### src/buck_prot_pkg.sv
// shared constants and types for the buck fault protection sequencer
package buck_prot_pkg;
   // reference clock
   localparam int CLK_MHZ = 250; // clock rate in MHz
   // undervoltage qualification delay
   localparam int UV_DELAY_NS = 16000; // 16 us
   localparam int UV_CYCLES = UV_DELAY_NS * CLK_MHZ / 1000; // 4000 cycles, least time
   localparam int UV_CNT_W = 12;
   // hiccup sleep time
   localparam int HICCUP_MS = 56;
   localparam int HICCUP_CYCLES = HICCUP_MS * CLK_MHZ * 1000; // 14,000,000 cycles
   localparam int SLEEP_CNT_W = 24;
   // power good delay after soft start
   localparam int PG_DELAY_MS = 1;
   localparam int PG_CYCLES = PG_DELAY_MS * CLK_MHZ * 1000; // 250,000 cycles
   localparam int PG_CNT_W = 18;
   // strap capture wait after reset release, in cycles
   localparam logic [1:0] STRAP_WAIT = 2'h3;
   // positions in the synchronised flag vector
   localparam int SY_W = 13;
   localparam int IX_POWER_INPUT_RAIL_OV = 0; // power_input_rail above overvoltage trip
   localparam int IX_POWER_INPUT_RAIL_OK = 1; // power_input_rail sufficient
   localparam int IX_FB_UV = 2; // feedback_node at or below 400 mV
   localparam int IX_FB_OV = 3; // feedback_node at or above 750 mV
   localparam int IX_PS_OT = 4; // power stage overtemperature
   localparam int IX_CTRL_OT = 5; // controller overtemperature
   localparam int IX_ZERO_CUR = 6; // zero inductor current detected
   localparam int IX_NEG_LIM = 7; // negative_current_limit reached
   localparam int IX_ENABLE = 8; // turn-on pin
   localparam int IX_BIAS_OK = 9; // bias rail above 1.2 V
   localparam int IX_DISCH = 10; // output fully discharged
   localparam int IX_STRAP_SKIP = 11; // strap: light_load_skip_mode
   localparam int IX_STRAP_HIC = 12; // strap: hiccup response
   // sequencer states, one-hot
   typedef enum logic [7:0] {
      ST_IDLE = 8'h01, // waiting for enable and input rail
      ST_RUN = 8'h02, // soft start and regulation
      ST_OV_SINK = 8'h04, // low-side on, sinking toward the negative limit
      ST_OV_PULSE = 8'h08, // high-side on for one on-time
      ST_OV_HOLD = 8'h10, // discharged: high-side off, low-side on
      ST_LATCH_OFF = 8'h20, // both switches off until re-enable, or until the rail drops after an input overvoltage
      ST_SLEEP = 8'h40, // hiccup sleep
      ST_OT_WAIT = 8'h80 // power stage too hot, waiting to cool
   } seq_state_type;
endpackage

### src/buck_fault_protection_sequencer.sv
// fault protection and mode sequencer for a synchronous step-down converter
// Operation
// - input overvoltage stops switching, drops power good
// - input overvoltage latches both switches off
// - undervoltage qualified 16us, then strap response
// - undervoltage recovery clears qualification counter
// - latch-off undervoltage: both off until re-enable
// - hiccup: stop, sleep 56ms, restart endlessly
// - output faults ignored until soft start done
// - overvoltage: high-side off, low-side on
// - negative limit: one on-time pulse, repeat
// - discharged: low-side latched on, high-side off
// - overvoltage hiccup: sleep timer from trip
// - power stage overtemperature: stop, restart when cool
// - controller overtemperature: strap fault response
// - power good low when disabled or rail low
// - power good after soft start plus 1ms
// - power good undriven while bias below 1.2V
// - forced continuous never cuts low-side on zero
// - skip mode cuts low-side on zero current
// - skip mode keeps on-time, period stretches
// - any enable and rail order powers up
// - straps captured once after reset, held
module buck_fault_protection_sequencer import buck_prot_pkg::*; #(
   parameter int HICCUP_CYC = HICCUP_CYCLES, // shorten in simulation
   parameter int PG_CYC = PG_CYCLES // shorten in simulation
) (
   // clock and reset (reset is the bias rail power-up)
   input wire logic ref_clk,
   input wire logic rst,
   // asynchronous comparator flags
   input wire logic power_input_rail_ov_flag,
   input wire logic power_input_rail_ok_flag,
   input wire logic fb_uv_flag,
   input wire logic fb_ov_flag,
   input wire logic ps_ot_flag,
   input wire logic ctrl_ot_flag,
   input wire logic zero_current_flag,
   input wire logic negative_current_limit,
   input wire logic output_discharged,
   input wire logic bias_ok,
   // pins and straps
   input wire logic turn_on_pin,
   input wire logic strap_skip_mode,
   input wire logic strap_hiccup,
   // same-clock loop control
   input wire logic high_side_request,
   input wire logic on_time_done,
   input wire logic soft_start_done,
   // switch commands
   output logic high_side_on,
   output logic low_side_on,
   output logic soft_start_run,
   // open-drain power good
   output logic power_good_out_o,
   output logic power_good_out_oe_n,
   // status
   output logic light_load_skip_mode,
   output logic hiccup_selected,
   output logic fault_latched
);
   // whole module state
   typedef struct packed {
      logic [SY_W-1:0] sy1; // first synchroniser stage
      logic [SY_W-1:0] sy2; // second synchroniser stage
      seq_state_type st; // sequencer state
      logic [1:0] strap_cnt; // wait before strap capture
      logic strap_valid; // straps captured
      logic skip; // captured mode: 1 = skip, 0 = forced continuous
      logic hic; // captured response: 1 = hiccup
      logic power_input_rail_latch; // latch caused by input overvoltage
      logic zc_off; // low-side cut by zero current this period
      logic [UV_CNT_W-1:0] uv_cnt; // undervoltage qualification
      logic [SLEEP_CNT_W-1:0] sleep_cnt; // hiccup sleep
      logic [PG_CNT_W-1:0] pg_cnt; // power good delay
      logic hs; // high-side command
      logic ls; // low-side command
      logic pg_good; // power good released
   } state_type;

   state_type s_r, s_nxt;

   // synchronised flags, readable names
   logic power_input_rail_ov, power_input_rail_ok, uv, ov, ps_ot, ctrl_ot, zc, neg_lim, en, bias, disch;
   logic uv_qual; // undervoltage delay expired
   logic sleep_done; // hiccup sleep expired
   logic guard_on; // output faults armed
   logic sleeping; // sleep counter running

   always_comb begin
      power_input_rail_ov = s_r.sy2[IX_POWER_INPUT_RAIL_OV];
      power_input_rail_ok = s_r.sy2[IX_POWER_INPUT_RAIL_OK];
      uv = s_r.sy2[IX_FB_UV];
      ov = s_r.sy2[IX_FB_OV];
      ps_ot = s_r.sy2[IX_PS_OT];
      ctrl_ot = s_r.sy2[IX_CTRL_OT];
      zc = s_r.sy2[IX_ZERO_CUR];
      neg_lim = s_r.sy2[IX_NEG_LIM];
      en = s_r.sy2[IX_ENABLE];
      bias = s_r.sy2[IX_BIAS_OK];
      disch = s_r.sy2[IX_DISCH];
   end

   // next-state logic
   always_comb begin
      s_nxt = s_r;
      // two-flop synchroniser on every asynchronous input
      s_nxt.sy1 = {strap_hiccup, strap_skip_mode, output_discharged, bias_ok, turn_on_pin,
         negative_current_limit, zero_current_flag, ctrl_ot_flag, ps_ot_flag, fb_ov_flag,
         fb_uv_flag, power_input_rail_ok_flag, power_input_rail_ov_flag};
      s_nxt.sy2 = s_r.sy1;

      // straps taken once the synchroniser has settled; turn-on pin never retakes
      if (!s_r.strap_valid) begin
         if (s_r.strap_cnt == STRAP_WAIT) begin
            s_nxt.strap_valid = 1'b1;
            s_nxt.skip = s_r.sy2[IX_STRAP_SKIP];
            s_nxt.hic = s_r.sy2[IX_STRAP_HIC];
         end else begin
            s_nxt.strap_cnt = s_r.strap_cnt + 2'h1;
         end
      end

      // output faults armed only after soft start
      guard_on = (s_r.st == ST_RUN) && soft_start_done;

      // undervoltage qualification: counts while low, zero on recovery
      uv_qual = guard_on && uv && (s_r.uv_cnt == UV_CNT_W'(UV_CYCLES - 1));
      if (guard_on && uv && !uv_qual) begin
         s_nxt.uv_cnt = s_r.uv_cnt + 1'b1;
      end else begin
         s_nxt.uv_cnt = '0;
      end

      // hiccup sleep counter, also runs from an overvoltage trip
      sleeping = (s_r.st == ST_SLEEP) ||
         (s_r.hic && (s_r.st inside {ST_OV_SINK, ST_OV_PULSE, ST_OV_HOLD}));
      sleep_done = sleeping && (s_r.sleep_cnt == SLEEP_CNT_W'(HICCUP_CYC - 1));
      s_nxt.sleep_cnt = sleeping ? s_r.sleep_cnt + 1'b1 : '0;

      // zero-current cut, only in skip mode; a new high-side request reopens it
      if (high_side_request) begin
         s_nxt.zc_off = 1'b0;
      end else if (s_r.skip && zc && s_r.ls) begin
         s_nxt.zc_off = 1'b1;
      end
      if (!s_r.skip) begin
         s_nxt.zc_off = 1'b0;
      end

      s_nxt.hs = 1'b0;
      s_nxt.ls = 1'b0;

      // sequencer
      unique case (s_r.st)
         ST_IDLE: begin
            // waits for both enable and rail in any order
            s_nxt.power_input_rail_latch = 1'b0;
            if (s_r.strap_valid && en && power_input_rail_ok && !power_input_rail_ov && !ps_ot) begin
               s_nxt.st = ST_RUN;
            end
         end
         ST_RUN: begin
            // regulation; the on-time comes unchanged from the loop in both modes
            s_nxt.hs = high_side_request;
            s_nxt.ls = !high_side_request && !s_nxt.zc_off;
            if (power_input_rail_ov) begin
               s_nxt.st = ST_LATCH_OFF;
               s_nxt.power_input_rail_latch = 1'b1;
               s_nxt.hs = 1'b0;
               s_nxt.ls = 1'b0;
            end else if (!en || !power_input_rail_ok) begin
               s_nxt.st = ST_IDLE;
               s_nxt.hs = 1'b0;
               s_nxt.ls = 1'b0;
            end else if (ctrl_ot || uv_qual) begin
               s_nxt.st = s_r.hic ? ST_SLEEP : ST_LATCH_OFF;
               s_nxt.hs = 1'b0;
               s_nxt.ls = 1'b0;
            end else if (ps_ot) begin
               s_nxt.st = ST_OT_WAIT;
               s_nxt.hs = 1'b0;
               s_nxt.ls = 1'b0;
            end else if (guard_on && ov) begin
               s_nxt.st = ST_OV_SINK;
               s_nxt.hs = 1'b0;
               s_nxt.ls = 1'b1;
            end
         end
         ST_OV_SINK: begin
            // low-side sinks until the negative limit
            s_nxt.ls = 1'b1;
            if (disch) begin
               s_nxt.st = ST_OV_HOLD;
            end else if (neg_lim) begin
               s_nxt.st = ST_OV_PULSE;
               s_nxt.hs = 1'b1;
               s_nxt.ls = 1'b0;
            end
         end
         ST_OV_PULSE: begin
            // one computed on-time of high-side
            s_nxt.hs = 1'b1;
            if (on_time_done) begin
               s_nxt.st = ST_OV_SINK;
               s_nxt.hs = 1'b0;
               s_nxt.ls = 1'b1;
            end
         end
         ST_OV_HOLD: begin
            s_nxt.ls = 1'b1;
         end
         ST_LATCH_OFF: begin
            // both off; enable low clears, rail drop clears an input latch too
            if (!en || (s_r.power_input_rail_latch && !power_input_rail_ok)) begin
               s_nxt.st = ST_IDLE;
            end
         end
         ST_SLEEP: begin
            if (!en) begin
               s_nxt.st = ST_IDLE;
            end
         end
         ST_OT_WAIT: begin
            // comparator hysteresis gives the 30 degree fall; never latches
            if (!ps_ot) begin
               s_nxt.st = ST_IDLE;
            end
         end
         default: begin
            s_nxt.st = ST_IDLE; // illegal code recovers to idle
         end
      endcase

      // common exits from the overvoltage states
      if (s_r.st inside {ST_OV_SINK, ST_OV_PULSE, ST_OV_HOLD}) begin
         if (power_input_rail_ov) begin
            s_nxt.st = ST_LATCH_OFF;
            s_nxt.power_input_rail_latch = 1'b1;
            s_nxt.hs = 1'b0;
            s_nxt.ls = 1'b0;
         end else if (!en || sleep_done) begin
            s_nxt.st = ST_IDLE;
            s_nxt.hs = 1'b0;
            s_nxt.ls = 1'b0;
         end
      end
      if (s_r.st == ST_SLEEP && sleep_done) begin
         s_nxt.st = ST_IDLE;
      end

      // power good delay counts from soft start completion
      if (guard_on) begin
         if (s_r.pg_cnt != PG_CNT_W'(PG_CYC)) begin
            s_nxt.pg_cnt = s_r.pg_cnt + 1'b1;
         end
      end else begin
         s_nxt.pg_cnt = '0;
      end
      s_nxt.pg_good = guard_on && (s_r.pg_cnt == PG_CNT_W'(PG_CYC)) && !uv && !ov &&
         en && power_input_rail_ok && !power_input_rail_ov && (s_nxt.st == ST_RUN);
   end

   // state register; constants only under reset
   always_ff @(posedge ref_clk or posedge rst) begin
      if (rst) begin
         s_r <= '{sy1: '0, sy2: '0, st: ST_IDLE, strap_cnt: 2'h0, strap_valid: 1'b0,
            skip: 1'b0, hic: 1'b0, power_input_rail_latch: 1'b0, zc_off: 1'b0, uv_cnt: '0,
            sleep_cnt: '0, pg_cnt: '0, hs: 1'b0, ls: 1'b0, pg_good: 1'b0};
      end else begin
         s_r <= s_nxt;
      end
   end

   // outputs; power good pulls low only when bias is valid and not good
   assign high_side_on = s_r.hs;
   assign low_side_on = s_r.ls;
   assign soft_start_run = (s_r.st == ST_RUN);
   assign power_good_out_o = 1'b0;
   assign power_good_out_oe_n = s_r.pg_good || !bias;
   assign light_load_skip_mode = s_r.skip;
   assign hiccup_selected = s_r.hic;
   assign fault_latched = (s_r.st == ST_LATCH_OFF) || (s_r.st == ST_OV_HOLD);

   // checks
   input_ov_off_a: assert property (@(posedge ref_clk) disable iff (rst)
      power_input_rail_ov && (s_r.st == ST_RUN) |=> !s_r.hs && !s_r.ls && !s_r.pg_good ##1
      !s_r.hs && !s_r.ls)
      else $error("switching continued after input overvoltage");
   input_latch_a: assert property (@(posedge ref_clk) disable iff (rst)
      (s_r.st == ST_LATCH_OFF) && en && power_input_rail_ok |=> (s_r.st == ST_LATCH_OFF))
      else $error("latch released without enable toggle");
   uv_qual_time_a: assert property (@(posedge ref_clk) disable iff (rst)
      (s_r.uv_cnt == UV_CNT_W'(UV_CYCLES - 1)) && uv && guard_on && !s_r.hic && en &&
      power_input_rail_ok && !power_input_rail_ov |=> (s_r.st == ST_LATCH_OFF))
      else $error("undervoltage response not taken at delay end");
   uv_cnt_clear_a: assert property (@(posedge ref_clk) disable iff (rst)
      !uv |=> (s_r.uv_cnt == '0))
      else $error("qualification counter not cleared");
   uv_latch_hold_a: assert property (@(posedge ref_clk) disable iff (rst)
      (s_r.st == ST_LATCH_OFF) |-> !s_r.hs && !s_r.ls)
      else $error("switch on in latched state");
   sleep_restart_a: assert property (@(posedge ref_clk) disable iff (rst)
      (s_r.st == ST_SLEEP) && sleep_done |=> (s_r.st == ST_IDLE))
      else $error("hiccup did not restart");
   ss_guard_a: assert property (@(posedge ref_clk) disable iff (rst)
      (s_r.st == ST_RUN) && !soft_start_done && !power_input_rail_ov && en && power_input_rail_ok && !ctrl_ot &&
      !ps_ot |=> (s_r.st == ST_RUN))
      else $error("output fault acted on during soft start");
   ov_sink_a: assert property (@(posedge ref_clk) disable iff (rst)
      guard_on && ov && !uv_qual && !power_input_rail_ov && en && power_input_rail_ok && !ctrl_ot && !ps_ot
      |=> !s_r.hs && s_r.ls)
      else $error("overvoltage did not turn low-side on");
   ov_pulse_a: assert property (@(posedge ref_clk) disable iff (rst)
      (s_r.st == ST_OV_SINK) && neg_lim && !disch && !power_input_rail_ov && en && !sleep_done
      |=> s_r.hs && !s_r.ls)
      else $error("negative limit did not start on-time");
   ov_hold_a: assert property (@(posedge ref_clk) disable iff (rst)
      (s_r.st == ST_OV_HOLD) |-> !s_r.hs && s_r.ls)
      else $error("discharged state wrong switches");
   pg_delay_a: assert property (@(posedge ref_clk) disable iff (rst)
      $rose(s_r.pg_good) |-> (s_r.pg_cnt == PG_CNT_W'(PG_CYC)) && $past(soft_start_done))
      else $error("power good before delay");
   pg_disable_a: assert property (@(posedge ref_clk) disable iff (rst)
      !en || !power_input_rail_ok |=> !s_r.pg_good)
      else $error("power good high while disabled");
   pg_hiz_a: assert property (@(posedge ref_clk) disable iff (rst)
      !bias |-> power_good_out_oe_n)
      else $error("power good driven without bias");
   forced_continuous_mode_ls_a: assert property (@(posedge ref_clk) disable iff (rst)
      (s_r.st == ST_RUN) && !s_r.skip && !high_side_request && en && power_input_rail_ok && !power_input_rail_ov &&
      !ctrl_ot && !ps_ot && !ov && !uv |=> s_r.ls)
      else $error("low-side cut in forced continuous mode");
   strap_hold_a: assert property (@(posedge ref_clk) disable iff (rst)
      s_r.strap_valid |=> $stable(s_r.skip) && $stable(s_r.hic))
      else $error("strap changed after capture");

   run_c: cover property (@(posedge ref_clk) disable iff (rst) $rose(s_r.pg_good));
   ov_cycle_c: cover property (@(posedge ref_clk) disable iff (rst)
      (s_r.st == ST_OV_PULSE) ##[1:50] (s_r.st == ST_OV_HOLD));
   hiccup_c: cover property (@(posedge ref_clk) disable iff (rst)
      (s_r.st == ST_SLEEP) ##1 (s_r.st == ST_IDLE));
   skip_cut_c: cover property (@(posedge ref_clk) disable iff (rst) s_r.zc_off);
endmodule

### config.mk
export PLATFORM = sky130hd
export DESIGN_NAME = buck_fault_protection_sequencer
export DESIGN_NICKNAME = d
export VERILOG_FILES = /design/src/buck_prot_pkg.sv /design/src/buck_fault_protection_sequencer.sv
export SDC_FILE = /design/constraint.sdc
export NUM_CORES = 1
export LEC_CHECK = 0
export ABC_CLOCK_PERIOD_IN_PS = 5900
export BUFFER_PORTS_ARGS = -buffer_cell sky130_fd_sc_hd__clkbuf_2
export CORE_MARGIN = 3
export CORE_UTILIZATION = 65
export DETAILED_ROUTE_END_ITERATION = 10
export PLACE_DENSITY = 0.95
export SYNTH_ARGS = -nofsm -noshare
export SYNTH_HDL_FRONTEND = slang
export SYNTH_SLANG_ARGS = --single-unit
### constraint.sdc
create_clock -name ref_clk -period 5.9 [get_ports ref_clk]
set_clock_uncertainty 0.2 [all_clocks]
set_input_delay 0.885 -clock ref_clk [delete_from_list [all_inputs] [get_ports ref_clk]]
set_output_delay 0.885 -clock ref_clk [all_outputs]
set_load 0.005 [all_outputs]
== Yosys cells after proc, flatten, opt, wreduce, memory -nomap -nowiden ==
Index checks and enable logic that the tools add are counted.

* Bits in registers: 98
* Latch bits: 0
* Memory bits (writable): 0
* Memory bits (read-only): 0
* Input bits: 18
* Output and inout port bits: 8
* Memories: 0

* Add/sub/neg operators: 4
* $mul: 0
* Div/mod/pow operators: 0
* Magnitude comparators: 0
* Eq/ne operators: 15
* Shift-type cells: 0
* Mux-type cells: 44
* Bitwise gates (word level): 2
* Reduce and logical (&&, ||, !) cells: 43

{| class="wikitable"
|+ Operator list
! kind !! count
|-
| $mux W8 || 16
|-
| $pmux W8 S8 || 1
|-
| $mux W18 || 2
|-
| $add A24 B1 Y24 const B || 1
|-
| $eq A24 B24 Y1 const B || 1
|-
| $mux W24 || 1
|-
| $logic_and A1 B1 Y1 || 23
|-
| $mux W2 || 11
|-
| $add A18 B1 Y18 const B || 1
|-
| $eq A18 B18 Y1 const B || 1
|-
| $ne A18 B18 Y1 const B || 1
|-
| $eq A8 B2 Y1 const B || 2
|-
| $add A12 B1 Y12 const B || 1
|-
| $eq A12 B12 Y1 const B || 1
|-
| $mux W12 || 1
|-
| $logic_not A1 Y1 || 10
|-
| $eq A8 B1 Y1 const B || 1
|-
| $eq A8 B3 Y1 const B || 1
|-
| $eq A8 B4 Y1 const B || 1
|-
| $eq A8 B5 Y1 const B || 1
|-
| $eq A8 B6 Y1 const B || 1
|-
| $eq A8 B7 Y1 const B || 1
|-
| $eq A8 B8 Y1 const B || 1
|-
| $logic_or A1 B1 Y1 || 7
|-
| 12 further kinds || 20
|}

== Longest topological paths before layout ==
* Depth after elaboration: 16
* Mapped depth: 7
* Gate-level depth less buffers: 6

== Least setup slack after synthesis ==
No wires, ideal clock.

* Kind: reg-to-output
* Start: reg s_r[66] in the netlist's numbering
* End: out fault_latched
* Arrival: 1286 ps
* Path slack: 3529 ps
* Stages on the path, launching flop included: 4
* Path buffers: 1
* Cells stage by stage: dfrtp_1 > buf_6 > or4_4 > nor4_1

* Word-level cells in the longest chain between the ends: 2
* Elaborated cells between the ends (all ways): 3
* Those cells by class: eq/ne (2); reduce/logical (1)

{| class="wikitable"
|+ RTL lines
! item !! line !! RTL
|-
| start, declared || buck_fault_protection_sequencer.sv:81 || <nowiki>state_type s_r, s_nxt;</nowiki>
|-
| start signal, assigned || buck_fault_protection_sequencer.sv:267 || <nowiki>s_r <= '{sy1: '0, sy2: '0, st: ST_IDLE, strap_cnt: 2'h0, strap_valid: 1'b0,</nowiki>
|-
| start signal, assigned || buck_fault_protection_sequencer.sv:271 || <nowiki>s_r <= s_nxt;</nowiki>
|-
| $eq A8 B6 Y1 / $eq A8 B5 Y1 (equally long branches) || buck_fault_protection_sequencer.sv:283 || <nowiki>assign fault_latched = (s_r.st == ST_LATCH_OFF) || (s_r.st == ST_OV_HOLD);</nowiki>
|-
| $logic_or A1 B1 Y1 * || buck_fault_protection_sequencer.sv:283 ||
|-
| end, declared || buck_fault_protection_sequencer.sv:60 || <nowiki>output logic fault_latched</nowiki>
|}

Mark *: on every way between the ends. The rest lies on a longest branch, timed or not.

== Worst setup path after layout ==
* Start: reg s_r[71] in the netlist's numbering
* End: out soft_start_run

* Word-level cells in the longest chain between the ends: 1

{| class="wikitable"
|+ RTL lines
! item !! line !! RTL
|-
| $eq A8 B2 Y1 || buck_fault_protection_sequencer.sv:278 || <nowiki>assign soft_start_run = (s_r.st == ST_RUN);</nowiki>
|-
| end, declared || buck_fault_protection_sequencer.sv:53 || <nowiki>output logic soft_start_run,</nowiki>
|}

Every way passes these cells.

==> impl_results.md <==
* Share of post-route cells with drive strength above 1 at 14.19%
* Clock-pin slew reported for the worst setup and hold paths after clock tree synthesis at 0.10 ns
* Number of instances in the placed design at 542
* Horizontal extent of the die at 89.74 um
* Multiplexer fraction of the synthesized cell area at 0.9607%
* Final-stage net count at 483
* Synth Instances at 433
* Detailed Place HPWL at 6.341 mm
* Max Freq at 0.3380 GHz
* Highest metal used: met4
* Diodes inserted at 0
* Family of cells with the greatest summed delay on the critical path: simple AND/OR/NAND/NOR gates
* Critical path, cell by cell: nor4_2 > and2_1 > clkbuf_2
* Worst slew pin tran at 0.7199 ns
* Worst endpoint data arrival time at 1.87 ns
* Pwr Density at 254.0 mW/mm2
* Buffering stage count on the worst path with inverters included at 1
* Placement row count at 29
* Hold WC Path Type: flip-flop to flip-flop
* Detailed Route Iter0 Violations at 234
* RSZ-0062 raised after global routing: no
* CTS tree: yes
* Period utilization at 50.14%
* Cts repair resizes at 0
* Total negative slack at 0 ns
* Maximum VDD drop at 0.0002584 V
* Synthesized-area fraction occupied by and/or/nand/nor cells at 25.20%
* Number of hold-slack violations in the final timing report at 0
* Leakage power at 0.002065 uW
* Antenna-violating nets left at 0
* Endpoint type of the worst setup path: output port
* PortBufs at 24
* Synth Area in Adders at 1.372%
* Via count of the first global-routing pass at 3326
* Global-route wire length before repair at 15.48 mm
* Status: completed
* Synthesis-to-finish area growth at 8.674%
* Number of vias in the routed layout at 3306
* Source-to-sink clock delay at the later pin of the worst-skew pair at 0.37 ns
* Count of buffers added by post-CTS timing repair for setup at 0
* Die footprint at 0.008053 mm2
* Total routed wirelength at 8.910 mm
* Main combinational cell family by area after synthesis: simple AND/OR/NAND/NOR gates
* Total global routing track utilization at 23.82%
* Metal3 WL at 463 um
* Maximum number of buffers from clock root to sink at 2
* Final count of negative-setup-slack endpoints at 0
* First-pass detailed-route iteration total at 5
* Distinct cell type count after synthesis at 65
* Total gr overflow at 0
* Num Clock Sinks at 98
* Number of enable flip-flop cells after synthesis at 0
* Slew headroom at 52.01%
* Clock Root Buffer: sky130_fd_sc_hd__clkbuf_8
* Compound-gate portion of the synthesized area at 6.259%
* Pin count of the biggest net entering global routing at 63
* Yosys warning count at 0
* Number of vias per cell after detailed routing at 5.925
* Post-layout minimum cycle time at 2.959 ns
* Longest individual stage delay on the worst path at 0.54 ns
* Critical setup path kind: flip-flop to output port
* Total routed wire length on the met1 layer at 3.691 mm
* Startpoint Class: flip-flop
* Core region area at 0.006568 mm2
* Worst Path Required at 4.82 ns
* WL/cell at 15.97 um
* Routed wl met2 at 4.609 mm
* Most used flip-flop cell after synthesis: sky130_fd_sc_hd__dfrtp_1
* Number of antenna violations at the first check in global routing at 0
* Average footprint of a synthesized cell at 10.53 um2
* Number of synthesized register bits at 98
* Maximum level of the CTS H-tree at 3
* Initial core utilization at 69.40%
* Number of hold buffers added after CTS at 0
* RD Place Congestion at 0.9221
* Slew Limit Fails at 0
* Max-cap violations at 0
* Boundary pin count at 26
* Slowest library cell on the worst path: sky130_fd_sc_hd__nor4_2
* Post-synthesis instance area at 0.004558 mm2
* Proportion of register bits with asynchronous set or reset after synthesis at 100.0%
* Total stage count of the critical path at 3
* Count of non-filler cells in the finished layout at 558
* Post-Synth XOR/XNOR Area at 9.800%
* Post-synthesis sequential area ratio at 53.83%
* Post-route DRC at 0
* Hold path depth at 0
* Path depth of the worst reg2reg path at 4
* Nets in the synthesized netlist at 456
* Top fanout value on the critical path at 7
* Hold WS at 0.1561 ns
* Number of buffers added by the clock tree synthesis step at 9
* Vertical die dimension at 89.74 um
[final timing paths]
kind / startpoint / to / slack [ns]
max in group asynchronous: rst / s_r[62] / 4.12
max reg2reg: s_r[71] / s_r[0] / 3.33
min in group asynchronous: rst / s_r[24] / 0.31
max: s_r[71] / soft_start_run / 2.94
min: s_nxt[80] / en / 0.16
min reg2reg: s_nxt[80] / en / 0.16
[where the power goes]
| group | switching, uW | leakage (uW) | internal (uW) |
|---|---|---|---|
| Sequential | 18.1 | 0.00129 | 688 |
| Combinational | 54.5 | 0.000670 | 35.6 |
| Clock | 246 | 0.000110 | 216 |
| Total | 319 | 0.00207 | 940 |
[through the flow]
stage / power (uW) / setup slack, ns / instance area [um2] / utilization, %
finish: 1258 / 2.942 / 4954 / 75.42
global route: 1303 / 2.807 / 4954 / 75.42
CTS: 1262 / 2.952 / 4954 / 75.42
detailed placement: 807.6 / 3.354 / 4740 / 72.17
global placement: 804.6 / 3.385 / 4740 / 72.17
floorplan: 777.7 / 2.255 / 4558 / -
[registers in the layout (all words and copies together) (netlist names)]
register and cells:
s_r 72, s_nxt 13, bias 1, ctrl_ot 1, disch 1, en 1, hiccup_selected 1, high_side_on 1
light_load_skip_mode 1, low_side_on 1, neg_lim 1, ov 1, power_input_rail_ok 1, power_input_rail_ov 1, ps_ot 1
[per-layer routing]
layer	track usage, %	vias up
li1	-	1560
met1	30.44	1606
met2	40.79	122
met3	5.175	18
met4	7.663	0
met5	0	-
[worst register-to-register path, stage by stage, from the launching register on]
cell,delay [ns]
sky130_fd_sc_hd__dfrtp_1,0.46
sky130_fd_sc_hd__nor4_2,0.54
sky130_fd_sc_hd__and2_1,0.35
sky130_fd_sc_hd__nand2_1,0.44
sky130_fd_sc_hd__nor4b_1,0.47
[layout by cell type (no fill, tap or decap), types with 6 or more instances in the layout]
| master | instances |
|---|---|
| sky130_fd_sc_hd__clkbuf_2 | 24 |
| sky130_fd_sc_hd__nor2_1 | 75 |
| sky130_fd_sc_hd__clkbuf_8 | 10 |
| sky130_fd_sc_hd__nand2_1 | 22 |
| sky130_fd_sc_hd__nand4_1 | 9 |
| sky130_fd_sc_hd__xor2_1 | 22 |
| sky130_fd_sc_hd__inv_1 | 12 |
| sky130_fd_sc_hd__nor4_1 | 6 |
| sky130_fd_sc_hd__nor3_1 | 10 |
| sky130_fd_sc_hd__dfrtp_1 | 97 |
| sky130_fd_sc_hd__o21ai_0 | 7 |
| sky130_fd_sc_hd__nand3_1 | 25 |
| sky130_fd_sc_hd__and3_1 | 15 |
| sky130_fd_sc_hd__a21oi_1 | 8 |
| sky130_fd_sc_hd__xnor2_1 | 29 |
[area by class of cell]
cell class / count / area [um2]
Inverter: 13 / 51.30
Sequential cell: 98 / 2454
Clock buffer: 10 / 137.6
Multi-Input combinational cell: 313 / 1991
Clock inverter: 6 / 76.32
Fill cell: 420 / 1614
Tap cell: 93 / 116.4
Timing Repair Buffer: 25 / 127.6
[cell usage after synthesis (2+ instances only)]
cell type	count	area, um2
sky130_fd_sc_hd__dfrtp_1	97	2427
sky130_fd_sc_hd__nor2_1	75	281.5
sky130_fd_sc_hd__xnor2_1	29	254.0
sky130_fd_sc_hd__nand3_1	25	125.1
sky130_fd_sc_hd__nand2_1	22	82.58
sky130_fd_sc_hd__xor2_1	22	192.7
sky130_fd_sc_hd__and3_1	15	93.84
sky130_fd_sc_hd__inv_1	13	48.80
sky130_fd_sc_hd__nor3_1	10	50.05
sky130_fd_sc_hd__nand4_1	9	56.30
sky130_fd_sc_hd__a21oi_1	8	40.04
sky130_fd_sc_hd__o21ai_0	7	35.03
sky130_fd_sc_hd__nor4_1	6	37.54
sky130_fd_sc_hd__and4_1	5	43.79
sky130_fd_sc_hd__ha_1	5	62.56
sky130_fd_sc_hd__nor2b_1	5	31.28
sky130_fd_sc_hd__nor4b_1	5	43.79
sky130_fd_sc_hd__a31oi_1	4	25.02
sky130_fd_sc_hd__buf_6	3	33.78
sky130_fd_sc_hd__clkbuf_1	3	11.26
sky130_fd_sc_hd__mux2_2	3	33.78
sky130_fd_sc_hd__nand2b_1	3	18.77
sky130_fd_sc_hd__nand4b_1	3	26.28
sky130_fd_sc_hd__or3_1	3	18.77
sky130_fd_sc_hd__a21boi_0	2	15.01
sky130_fd_sc_hd__a21o_1	2	15.01
sky130_fd_sc_hd__and2_1	2	12.51
sky130_fd_sc_hd__and2b_2	2	17.52
sky130_fd_sc_hd__and3b_1	2	17.52
sky130_fd_sc_hd__nand3b_1	2	15.01
sky130_fd_sc_hd__o211ai_1	2	15.01
sky130_fd_sc_hd__o21a_1	2	15.01
sky130_fd_sc_hd__o22ai_1	2	12.51
sky130_fd_sc_hd__or2_2	2	12.51
sky130_fd_sc_hd__or4_4	2	22.52
sky130_fd_sc_hd__or4b_2	2	20.02
[logic make-up after synthesis]
kind of cell             after synthesis
AO/OA/AOI/OAI                         40
adder cells (fa/ha/maj)                5
flip-flops                            98
XOR/XNOR                              51
multiplexers                           4
AND/OR/NAND/NOR                      212
other                                  1
buffers and inverters                 22
Note: power is estimated with default switching activity, not from simulation.
